--- config.mk ---
export PLATFORM = sky130hd
export DESIGN_NAME = msf_flags
export DESIGN_NICKNAME = d
export VERILOG_FILES = /design/src/msf_pkg.sv /design/src/msf_hold_if.sv /design/src/msf_hold_timer.sv /design/src/msf_flags.sv
export SDC_FILE = /design/constraint.sdc
export NUM_CORES = 1
export LEC_CHECK = 0
export BUFFER_PORTS_ARGS = -buffer_cell sky130_fd_sc_hd__buf_4
export CORE_UTILIZATION = 45
export DETAILED_ROUTE_END_ITERATION = 12
export MAX_ROUTING_LAYER = met4
export PLACE_DENSITY = 0.66
export SKIP_CTS_REPAIR_TIMING = 1
export SYNTH_ARGS = -nofsm -noshare
export SYNTH_HDL_FRONTEND = slang
export SYNTH_SLANG_ARGS = --single-unit
--- constraint.sdc ---
create_clock -name ref_clk -period 15.2 [get_ports ref_clk]
set_input_delay 0.76 -clock ref_clk [delete_from_list [all_inputs] [get_ports ref_clk]]
set_output_delay 0.76 -clock ref_clk [all_outputs]
set_load 0.05 [all_outputs]
--- src/msf_pkg.sv ---
/*
 * msf_pkg: constants and the state types shared by the motion status flag block.
 * assumes a single 20 MHz control clock and 16-bit register port data.
 */
package msf_pkg;

    // timing: hold time is set in milliseconds
    localparam int unsigned CLK_PERIOD_NS = 50;       // ref_clk period
    localparam int unsigned HOLD_UNIT_NS  = 1000000;  // one millisecond
    localparam int unsigned MS_CYCLES     = HOLD_UNIT_NS / CLK_PERIOD_NS;

    // register indices on the plain register port
    localparam logic [3:0] REG_COND_SEL  = 4'h0;  // positioning_condition_select
    localparam logic [3:0] REG_DONE_THR  = 4'h1;  // positioning complete threshold
    localparam logic [3:0] REG_NEAR_POS  = 4'h2;  // positioning approach threshold
    localparam logic [3:0] REG_HOLD_TIME = 4'h3;  // positioning_flag_hold_time
    localparam logic [3:0] REG_ROT_THR   = 4'h4;  // rotation_detect_speed_threshold
    localparam logic [3:0] REG_MATCH_THR = 4'h5;  // speed_match_threshold
    localparam logic [3:0] REG_NEAR_THR  = 4'h6;  // speed_near_threshold
    localparam logic [3:0] REG_ZERO_THR  = 4'h7;  // standstill_speed_threshold
    localparam logic [3:0] REG_TRQ_THR   = 4'h8;  // torque_reached_threshold
    localparam logic [3:0] REG_TRQ_HYST  = 4'h9;  // torque_reached_hysteresis
    localparam logic [3:0] REG_FLAGS     = 4'ha;  // live flags, read only
    localparam logic [3:0] REG_IRQ_STAT  = 4'hb;  // sticky events, write one to clear
    localparam logic [3:0] REG_IRQ_MASK  = 4'hc;  // interrupt enables

    // reset values
    localparam logic [1:0]  RST_COND_SEL  = 2'h0;
    localparam logic [15:0] RST_DONE_THR  = 16'h0320;
    localparam logic [15:0] RST_NEAR_POS  = 16'h1388;
    localparam logic [15:0] RST_HOLD_TIME = 16'h0064;
    localparam logic [15:0] RST_ROT_THR   = 16'h0014;
    localparam logic [15:0] RST_MATCH_THR = 16'h000a;
    localparam logic [15:0] RST_NEAR_THR  = 16'h0064;
    localparam logic [15:0] RST_ZERO_THR  = 16'h000a;
    localparam logic [15:0] RST_TRQ_THR   = 16'h0064;
    localparam logic [15:0] RST_TRQ_HYST  = 16'h000a;
    localparam logic [6:0]  RST_IRQ_MASK  = 7'h00;

    // positioning condition encodings
    localparam logic [1:0] COND_DEV_ONLY = 2'h0;
    localparam logic [1:0] COND_HOLD     = 2'h3;

    // flag bit positions in flags, status and mask registers
    localparam int FLG_POS_DONE = 0;
    localparam int FLG_POS_NEAR = 1;
    localparam int FLG_ROTATE   = 2;
    localparam int FLG_CONSIST  = 3;
    localparam int FLG_APPROACH = 4;
    localparam int FLG_ZERO     = 5;
    localparam int FLG_TORQUE   = 6;
    localparam int NUM_FLAGS    = 7;

    // whole state of the top module except its two hold timers
    typedef struct packed {
        logic [1:0]           cond_sel;
        logic [15:0]          done_thr;
        logic [15:0]          near_pos;
        logic [15:0]          hold_ms;
        logic [15:0]          rot_thr;
        logic [15:0]          match_thr;
        logic [15:0]          near_thr;
        logic [15:0]          zero_thr;
        logic [15:0]          trq_thr;
        logic [15:0]          trq_hyst;
        logic [NUM_FLAGS-1:0] flags;
        logic [NUM_FLAGS-1:0] irq_stat;
        logic [NUM_FLAGS-1:0] irq_mask;
        logic                 irq;
        logic [15:0]          rdata;
    } msf_state_t;

    // whole state of one hold timer
    typedef struct packed {
        logic [15:0] ms_left;
        logic [15:0] pre;
    } msf_hold_state_t;

endpackage : msf_pkg

--- src/msf_hold_if.sv ---
/*
 * msf_hold_if: ties one positioning condition to its hold timer.
 * assumes both ends run on ref_clk.
 */
interface msf_hold_if;
    logic        cond;     // raw positioning condition, level
    logic [15:0] hold_ms;  // hold time in milliseconds
    logic        held;     // condition stretched by the hold time

    modport ctl (output cond, output hold_ms, input held);
    modport tmr (input cond, input hold_ms, output held);
endinterface : msf_hold_if

--- src/msf_hold_timer.sv ---
/*
 * msf_hold_timer: keeps a condition asserted for hold_ms milliseconds after it falls.
 * assumes cond is produced on ref_clk; the millisecond is an enable from a prescaler.
 */
module msf_hold_timer
    import msf_pkg::*;
#(
    parameter int unsigned MS_LEN = MS_CYCLES  // cycles per millisecond
) (
    input  wire logic ref_clk,
    input  wire logic rst,
    msf_hold_if.tmr   hif
);

    localparam logic [15:0] PRE_LAST = 16'(MS_LEN - 1);  // last prescaler count

    msf_hold_state_t st;       // registered state
    msf_hold_state_t next_st;  // next state

    // held is the live condition or a running countdown
    assign hif.held = hif.cond | (st.ms_left != 16'h0000);

    // prescaler restarts while cond is high so the hold is exact, not +-1 ms
    always_comb begin
        next_st = st;
        if (hif.cond) begin
            next_st.ms_left = hif.hold_ms;
            next_st.pre     = 16'h0000;
        end else if (st.ms_left != 16'h0000) begin
            if (st.pre == PRE_LAST) begin
                next_st.pre     = 16'h0000;
                next_st.ms_left = st.ms_left - 16'h0001;  // one ms elapsed
            end else begin
                next_st.pre = st.pre + 16'h0001;
            end
        end
    end

    // state register
    always_ff @(posedge ref_clk or posedge rst) begin
        if (rst) begin
            st <= '0;
        end else begin
            st <= next_st;
        end
    end
endmodule : msf_hold_timer

--- src/msf_flags.sv ---
/*
 * msf_flags: speed, torque and positioning status flags of the drive, with
 * thresholds, flag readback and a masked interrupt on a plain register port.
 * assumes speed, torque and deviation samples come from logic on ref_clk, so
 * they are read without synchronisers.
 */
// Behaviour
// - position mode: flags when deviation within threshold
// - condition 3: positioning flags held for time
// - rotating flag when speed reaches rotation threshold
// - consistent flag when speed matches instruction
// - approach flag when speed reaches approach threshold
// - zero-speed flag when speed below threshold
module msf_flags
    import msf_pkg::*;
#(
    parameter int unsigned MS_LEN = MS_CYCLES  // cycles per millisecond
) (
    input  wire logic               ref_clk,
    input  wire logic               rst,
    input  wire logic [3:0]         reg_addr,
    input  wire logic [15:0]        reg_wdata,
    input  wire logic               reg_wr,
    input  wire logic               reg_rd,
    output logic      [15:0]        reg_rdata,
    input  wire logic signed [15:0] speed_actual,
    input  wire logic signed [15:0] speed_instr,
    input  wire logic signed [15:0] torque_actual,
    input  wire logic               position_mode,
    input  wire logic signed [31:0] pos_deviation,
    input  wire logic               pos_instr_idle,
    input  wire logic               pos_continuous_ok,
    output logic                    positioning_complete_flag,
    output logic                    positioning_approach_flag,
    output logic                    motor_rotating_flag,
    output logic                    speed_consistent_flag,
    output logic                    speed_approach_flag,
    output logic                    zero_speed_flag,
    output logic                    torque_arrived_flag,
    output logic                    irq
);

    // magnitude of a signed value; the most negative input saturates
    function automatic logic [31:0] msf_abs(input logic signed [31:0] v);
        logic [31:0] r;
        r = v[31] ? 32'(-v) : 32'(v);
        if (r[31]) begin
            r = 32'h7fffffff;
        end
        return r;
    endfunction : msf_abs

    msf_state_t st;       // registered state
    msf_state_t next_st;  // next state

    logic [31:0] spd_abs;     // |actual speed|
    logic [31:0] err_abs;     // |actual - instructed speed|
    logic [31:0] trq_abs;     // |torque|
    logic [31:0] dev_abs;     // |position deviation|
    logic [15:0] trq_low;     // torque release level
    logic        cond_ok;     // positioning gating per condition select
    logic        done_raw;    // deviation inside completion threshold
    logic        near_raw;    // deviation inside approach threshold
    logic        done_sel;    // completion flag after optional hold
    logic        near_sel;    // approach flag after optional hold
    logic        hit_sel;     // register port address decode result
    logic        use_hold;    // condition select asks for the hold time

    msf_hold_if hold_done ();  // completion hold channel
    msf_hold_if hold_near ();  // approach hold channel

    // measured magnitudes, widened so the difference cannot overflow
    always_comb begin
        spd_abs = msf_abs(32'(speed_actual));
        err_abs = msf_abs(32'(speed_actual) - 32'(speed_instr));
        trq_abs = msf_abs(32'(torque_actual));
        dev_abs = msf_abs(pos_deviation);
    end

    // release level saturates at zero when hysteresis exceeds threshold
    assign trq_low = (st.trq_thr > st.trq_hyst) ? st.trq_thr - st.trq_hyst : 16'h0000;

    // positioning gate: value 0 needs only the deviation, 1 and 2 also an idle
    // filtered instruction, 3 additionally the continuous positioning check
    always_comb begin
        cond_ok = 1'b0;
        if (position_mode) begin
            unique case (st.cond_sel)
                COND_DEV_ONLY: cond_ok = 1'b1;
                2'h1, 2'h2:    cond_ok = pos_instr_idle;
                COND_HOLD:     cond_ok = pos_instr_idle & pos_continuous_ok;
            endcase
        end
    end

    assign use_hold = (st.cond_sel == COND_HOLD);
    assign done_raw = cond_ok & (dev_abs <= {16'h0000, st.done_thr});
    assign near_raw = cond_ok & (dev_abs <= {16'h0000, st.near_pos});

    // hold timers only see the condition in mode 3 so other modes stay immediate
    assign hold_done.cond    = done_raw & use_hold;
    assign hold_done.hold_ms = st.hold_ms;
    assign hold_near.cond    = near_raw & use_hold;
    assign hold_near.hold_ms = st.hold_ms;

    msf_hold_timer #(.MS_LEN(MS_LEN)) u_hold_done (
        .ref_clk (ref_clk),
        .rst     (rst),
        .hif     (hold_done)
    );

    msf_hold_timer #(.MS_LEN(MS_LEN)) u_hold_near (
        .ref_clk (ref_clk),
        .rst     (rst),
        .hif     (hold_near)
    );

    // a countdown left over from mode 3 is ignored once another mode is chosen
    assign done_sel = use_hold ? hold_done.held : done_raw;
    assign near_sel = use_hold ? hold_near.held : near_raw;

    // address hits a mapped register
    assign hit_sel = (reg_addr <= REG_IRQ_MASK);

    // next state: flags, register writes, interrupt status and read data
    always_comb begin
        next_st = st;
        // status flags
        next_st.flags[FLG_POS_DONE] = done_sel;
        next_st.flags[FLG_POS_NEAR] = near_sel;
        next_st.flags[FLG_ROTATE]   = spd_abs >= {16'h0000, st.rot_thr};
        next_st.flags[FLG_CONSIST]  = err_abs <= {16'h0000, st.match_thr};
        next_st.flags[FLG_APPROACH] = spd_abs >= {16'h0000, st.near_thr};
        next_st.flags[FLG_ZERO]     = spd_abs <  {16'h0000, st.zero_thr};
        // torque flag: sets at threshold, holds until below release level
        if (trq_abs >= {16'h0000, st.trq_thr}) begin
            next_st.flags[FLG_TORQUE] = 1'b1;
        end else if (trq_abs < {16'h0000, trq_low}) begin
            next_st.flags[FLG_TORQUE] = 1'b0;
        end
        // register writes; values are stored as written, range is software's job
        if (reg_wr) begin
            unique case (reg_addr)
                REG_COND_SEL:  next_st.cond_sel  = reg_wdata[1:0];
                REG_DONE_THR:  next_st.done_thr  = reg_wdata;
                REG_NEAR_POS:  next_st.near_pos  = reg_wdata;
                REG_HOLD_TIME: next_st.hold_ms   = reg_wdata;
                REG_ROT_THR:   next_st.rot_thr   = reg_wdata;
                REG_MATCH_THR: next_st.match_thr = reg_wdata;
                REG_NEAR_THR:  next_st.near_thr  = reg_wdata;
                REG_ZERO_THR:  next_st.zero_thr  = reg_wdata;
                REG_TRQ_THR:   next_st.trq_thr   = reg_wdata;
                REG_TRQ_HYST:  next_st.trq_hyst  = reg_wdata;
                REG_IRQ_MASK:  next_st.irq_mask  = reg_wdata[NUM_FLAGS-1:0];
                default: ;  // read-only and unmapped writes are dropped
            endcase
        end
        // sticky events on each rising flag; a set in the clear cycle wins
        next_st.irq_stat = st.irq_stat;
        if (reg_wr && reg_addr == REG_IRQ_STAT) begin
            next_st.irq_stat = st.irq_stat & ~reg_wdata[NUM_FLAGS-1:0];
        end
        next_st.irq_stat = next_st.irq_stat | (next_st.flags & ~st.flags);
        next_st.irq      = |(next_st.irq_stat & next_st.irq_mask);
        // read data stands only in the cycle after the strobe
        next_st.rdata = 16'h0000;
        if (reg_rd && hit_sel) begin
            unique case (reg_addr)
                REG_COND_SEL:  next_st.rdata = {14'h0000, st.cond_sel};
                REG_DONE_THR:  next_st.rdata = st.done_thr;
                REG_NEAR_POS:  next_st.rdata = st.near_pos;
                REG_HOLD_TIME: next_st.rdata = st.hold_ms;
                REG_ROT_THR:   next_st.rdata = st.rot_thr;
                REG_MATCH_THR: next_st.rdata = st.match_thr;
                REG_NEAR_THR:  next_st.rdata = st.near_thr;
                REG_ZERO_THR:  next_st.rdata = st.zero_thr;
                REG_TRQ_THR:   next_st.rdata = st.trq_thr;
                REG_TRQ_HYST:  next_st.rdata = st.trq_hyst;
                REG_FLAGS:     next_st.rdata = {9'h000, st.flags};
                REG_IRQ_STAT:  next_st.rdata = {9'h000, st.irq_stat};
                REG_IRQ_MASK:  next_st.rdata = {9'h000, st.irq_mask};
                default:       next_st.rdata = 16'h0000;
            endcase
        end
    end

    // state register with documented reset values
    always_ff @(posedge ref_clk or posedge rst) begin
        if (rst) begin
            st           <= '0;
            st.cond_sel  <= RST_COND_SEL;
            st.done_thr  <= RST_DONE_THR;
            st.near_pos  <= RST_NEAR_POS;
            st.hold_ms   <= RST_HOLD_TIME;
            st.rot_thr   <= RST_ROT_THR;
            st.match_thr <= RST_MATCH_THR;
            st.near_thr  <= RST_NEAR_THR;
            st.zero_thr  <= RST_ZERO_THR;
            st.trq_thr   <= RST_TRQ_THR;
            st.trq_hyst  <= RST_TRQ_HYST;
            st.irq_mask  <= RST_IRQ_MASK;
        end else begin
            st <= next_st;
        end
    end

    // every output straight from the state register
    assign reg_rdata                 = st.rdata;
    assign positioning_complete_flag = st.flags[FLG_POS_DONE];
    assign positioning_approach_flag = st.flags[FLG_POS_NEAR];
    assign motor_rotating_flag       = st.flags[FLG_ROTATE];
    assign speed_consistent_flag     = st.flags[FLG_CONSIST];
    assign speed_approach_flag       = st.flags[FLG_APPROACH];
    assign zero_speed_flag           = st.flags[FLG_ZERO];
    assign torque_arrived_flag       = st.flags[FLG_TORQUE];
    assign irq                       = st.irq;
endmodule : msf_flags

==> out/results.txt <==
Initial DRT Pass Iterations -> 7
vias in the first global route -> 15390
core region area -> 40190 um^2
worst slew pin tran -> 1.133 ns
critical path's slowest cell -> or4b_1
global-route wire length before repair -> 88.13 mm
GP Congestion -> 0.9644
max cap viols -> 0
non-filler cells, final -> 2622
grt total ovfl -> 0
Post-Syn Instances -> 1981
Fin Setup TNS -> 0 ns
Post-synth EDFFs -> 0
die width -> 204.8 um
DRT antenna net count -> 0
CP Launch Type -> primary input
# IOs -> 131
Synth warnings -> 0
Post-Syn Area -> 18510 um^2
CP Class -> in2reg
row count -> 73
Port Buf Inserts -> 130
Reg-to-Reg Start -> st[54]
Synth top area share -> 30.15%
Max FO, Critical Path -> 6
fin. max-slew vios -> 0
wire per inst -> 21.75 um
top cells by area, synth -> dfrtp_1 (30%), ha_1 (11%), mux2_2 (10%)
CTS clk-pin slew, worst paths -> 0.06 ns
Max VDD drop -> 0.1096 mV
Leak -> 9.583 nW
Seq/Total Area, Yosys -> 33.70%
post-synth top area cell -> dfrtp_1
delay of the slowest cell on the worst path -> 0.62 ns
status -> finished clean
worst endpoint data arrival time -> 5.51 ns
Hold Path Class -> in2async
min cycle time layout -> 5.017 ns
#FFs+latches synth -> 248
Max Fclk -> 0.1993 GHz
crit path cell chain -> buf_4, inv_1, ha_1, fa_1, nand2b_1, a21oi_1, o31ai_1, xnor2_1, or4b_1, nor4_1, a21oi_1, xnor2_1, ha_1, a21o_1, a21o_1, a21oi_1, o21ai_0, o21ai_0, nand3_1, a21oi_1, nand4b_1
RSZ-0062 raised after global routing -> no
# clock sinks -> 248
Finished Core Util -> 51.70%
clk_skew -> 0.01356 ns
Syn Area/Cell -> 9.344 um^2
CTS root buffer -> clkbuf_16
most frequent cells in the layout -> dfrtp_1 (223), inv_1 (177), ha_1 (168)
Netlist cell types -> 81
chip height -> 204.8 um
most common cell after layout, fill and taps aside -> dfrtp_1
slew margin rel. -> 23.40%
Fin. Hold Viols -> 0
Synth Flop Type -> dfrtp_1
required time worst endpoint -> 15.69 ns
Reg2Reg Depth -> 17
CTS tree -> built
DRT iter0 DRCs -> 1343
NumNets Final -> 2351
Tcrit/Tclk final -> 33.01%
drt total wl -> 57.04 mm
FFs w/ async S/R, synth -> 100.0%
Initial Util -> 46.06%
Fill cells -> 3732
Critical R2R Capture -> torque_arrived_flag
Place WS -> 9.669 ns
Final Worst Setup Slack -> 10.18 ns
most used cell, CP -> a21oi_1
global-route usage over all layers -> 27.91%
Critical Path Sink Type -> register
crit path capture -> irq
share of cells above drive strength 1 -> 20.79%
vias -> 15810
CTS Buf Count -> 29
# DRC -> 0
ant diodes -> 0
clock tree buffer depth -> 3
largest net degree at the start of global routing -> 114
post-DP HPWL -> 44.00 mm
Critical Path Start -> speed_actual[0]
initial antenna violation count -> 0
R2R setup slack -> 10.31 ns
Syn Nets -> 2258
final setup violation count -> 0
placed cells -> 2568
PD cells -> 121.5 nW/um^2
area grow syn2layout -> 12.24%
H-tree levels -> 1
Worst-Skew Late Latency -> 0.56 ns
vias per cell -> 6.029
die area -> 41950 um^2
how the worst min path moves through the flow:
stage,endpoint,cells after the start
2_1_floorplan,st[30],2
3_3_place_gp,st[30],2
3_5_place_dp,st[30],2
4_1_cts,reg_rdata[12],2
5_1_grt,u_hold_done.st[8],2
6_report,u_hold_done.st[10],2
cells by family (layout without fill, tap and decap cells):
group / after synthesis / in the layout / synth area share, %
adders and majority gates: 170 / 170 / 11.57
DFF: 248 / 248 / 33.70
AOI/OAI and AO/OA: 431 / 431 / 15.68
buffers and inverters: 262 / 378 / 5.779
xor gates and xnor gates: 109 / 109 / 5.158
muxes: 192 / 192 / 12.11
and+or+nand+nor: 569 / 569 / 16.01
metal layers:
metal  global-route usage, %  part of all wire [%]  vias to the layer above
met5                       -                     0                        -
met4                   10.31                   3.9                        0
met3                   2.593                   5.5                      113
met2                   45.03                    47                      545
met1                   36.34                    43                     7772
li1                        -                     -                     7379
power breakdown:
part | switching [mW] | internal, mW
registers | 0.150 | 0.785
logic | 0.512 | 0.398
clock network | 0.294 | 0.385
cells in the mapped netlist (6+ instances only):
cell / n
nand4_1: 32
mux2_2: 165
clkbuf_1: 55
nand2_1: 141
a21oi_1: 106
nor3_1: 36
xnor2_1: 65
and3_1: 24
a222oi_1: 13
dfstp_2: 25
nor2b_1: 19
a2111oi_0: 7
buf_4: 17
or3_1: 22
a22o_1: 23
nor3b_1: 14
o21a_1: 12
mux2_4: 20
inv_1: 178
o211ai_1: 12
ha_1: 168
o31ai_1: 17
nor2_1: 128
nand4b_1: 7
or2_2: 12
a211oi_1: 12
o2111ai_1: 6
a221oi_1: 15
o21ai_0: 75
mux2i_1: 6
nor4_1: 23
a21o_1: 24
nand2b_1: 31
a22oi_1: 22
a31oi_1: 33
and4_1: 7
nand3_1: 40
xor2_1: 44
dfrtp_1: 223
sequential cells by signal, indices dropped and copies added, names as in the netlist:
name	cells
st	144
reg_rdata	16
u_hold_done.st	32
zero_speed_flag	1
torque_arrived_flag	1
positioning_approach_flag	1
u_hold_near.st	32
irq	1
positioning_complete_flag	1
speed_approach_flag	1
hold_done.hold_ms	16
speed_consistent_flag	1
motor_rotating_flag	1
worst max-delay path: cells and delay by family:
kind / cells / cell delay [ns]
buffers and inverters: 2 / 0.18
XOR/XNOR: 2 / 0.38
adder cells (fa/ha/maj): 3 / 0.91
AO/OA/AOI/OAI: 9 / 1.78
AND/OR/NAND/NOR: 5 / 1.49
area by class of cell:
| type | count | area (um^2) | share of cell area [%] |
|---|---|---|---|
| Clock buffer | 41 | 800.8 | 3.854 |
| Multi-Input combinational cell | 1471 | 11210 | 53.94 |
| Sequential cell | 248 | 6237 | 30.02 |
| Tap cell | 525 | 656.9 | 3.162 |
| Clock inverter | 13 | 110.1 | 0.5300 |
| Inverter | 180 | 683.2 | 3.288 |
| Timing Repair Buffer | 144 | 1081 | 5.203 |
stage by stage:
| stage | instance area (um^2) | hold WS, ns | total power [mW] |
|---|---|---|---|
| 2_1_floorplan | 18510 | 0.4594 | 1.530 |
| 3_3_place_gp | 19870 | 0.4891 | 1.806 |
| 3_5_place_dp | 19870 | 0.4852 | 1.834 |
| 4_1_cts | 20780 | 0.3853 | 2.520 |
| 5_1_grt | 20780 | 0.4463 | 2.671 |
| 6_report | 20780 | 0.3647 | 2.524 |
(Power assumes the default switching activity.)
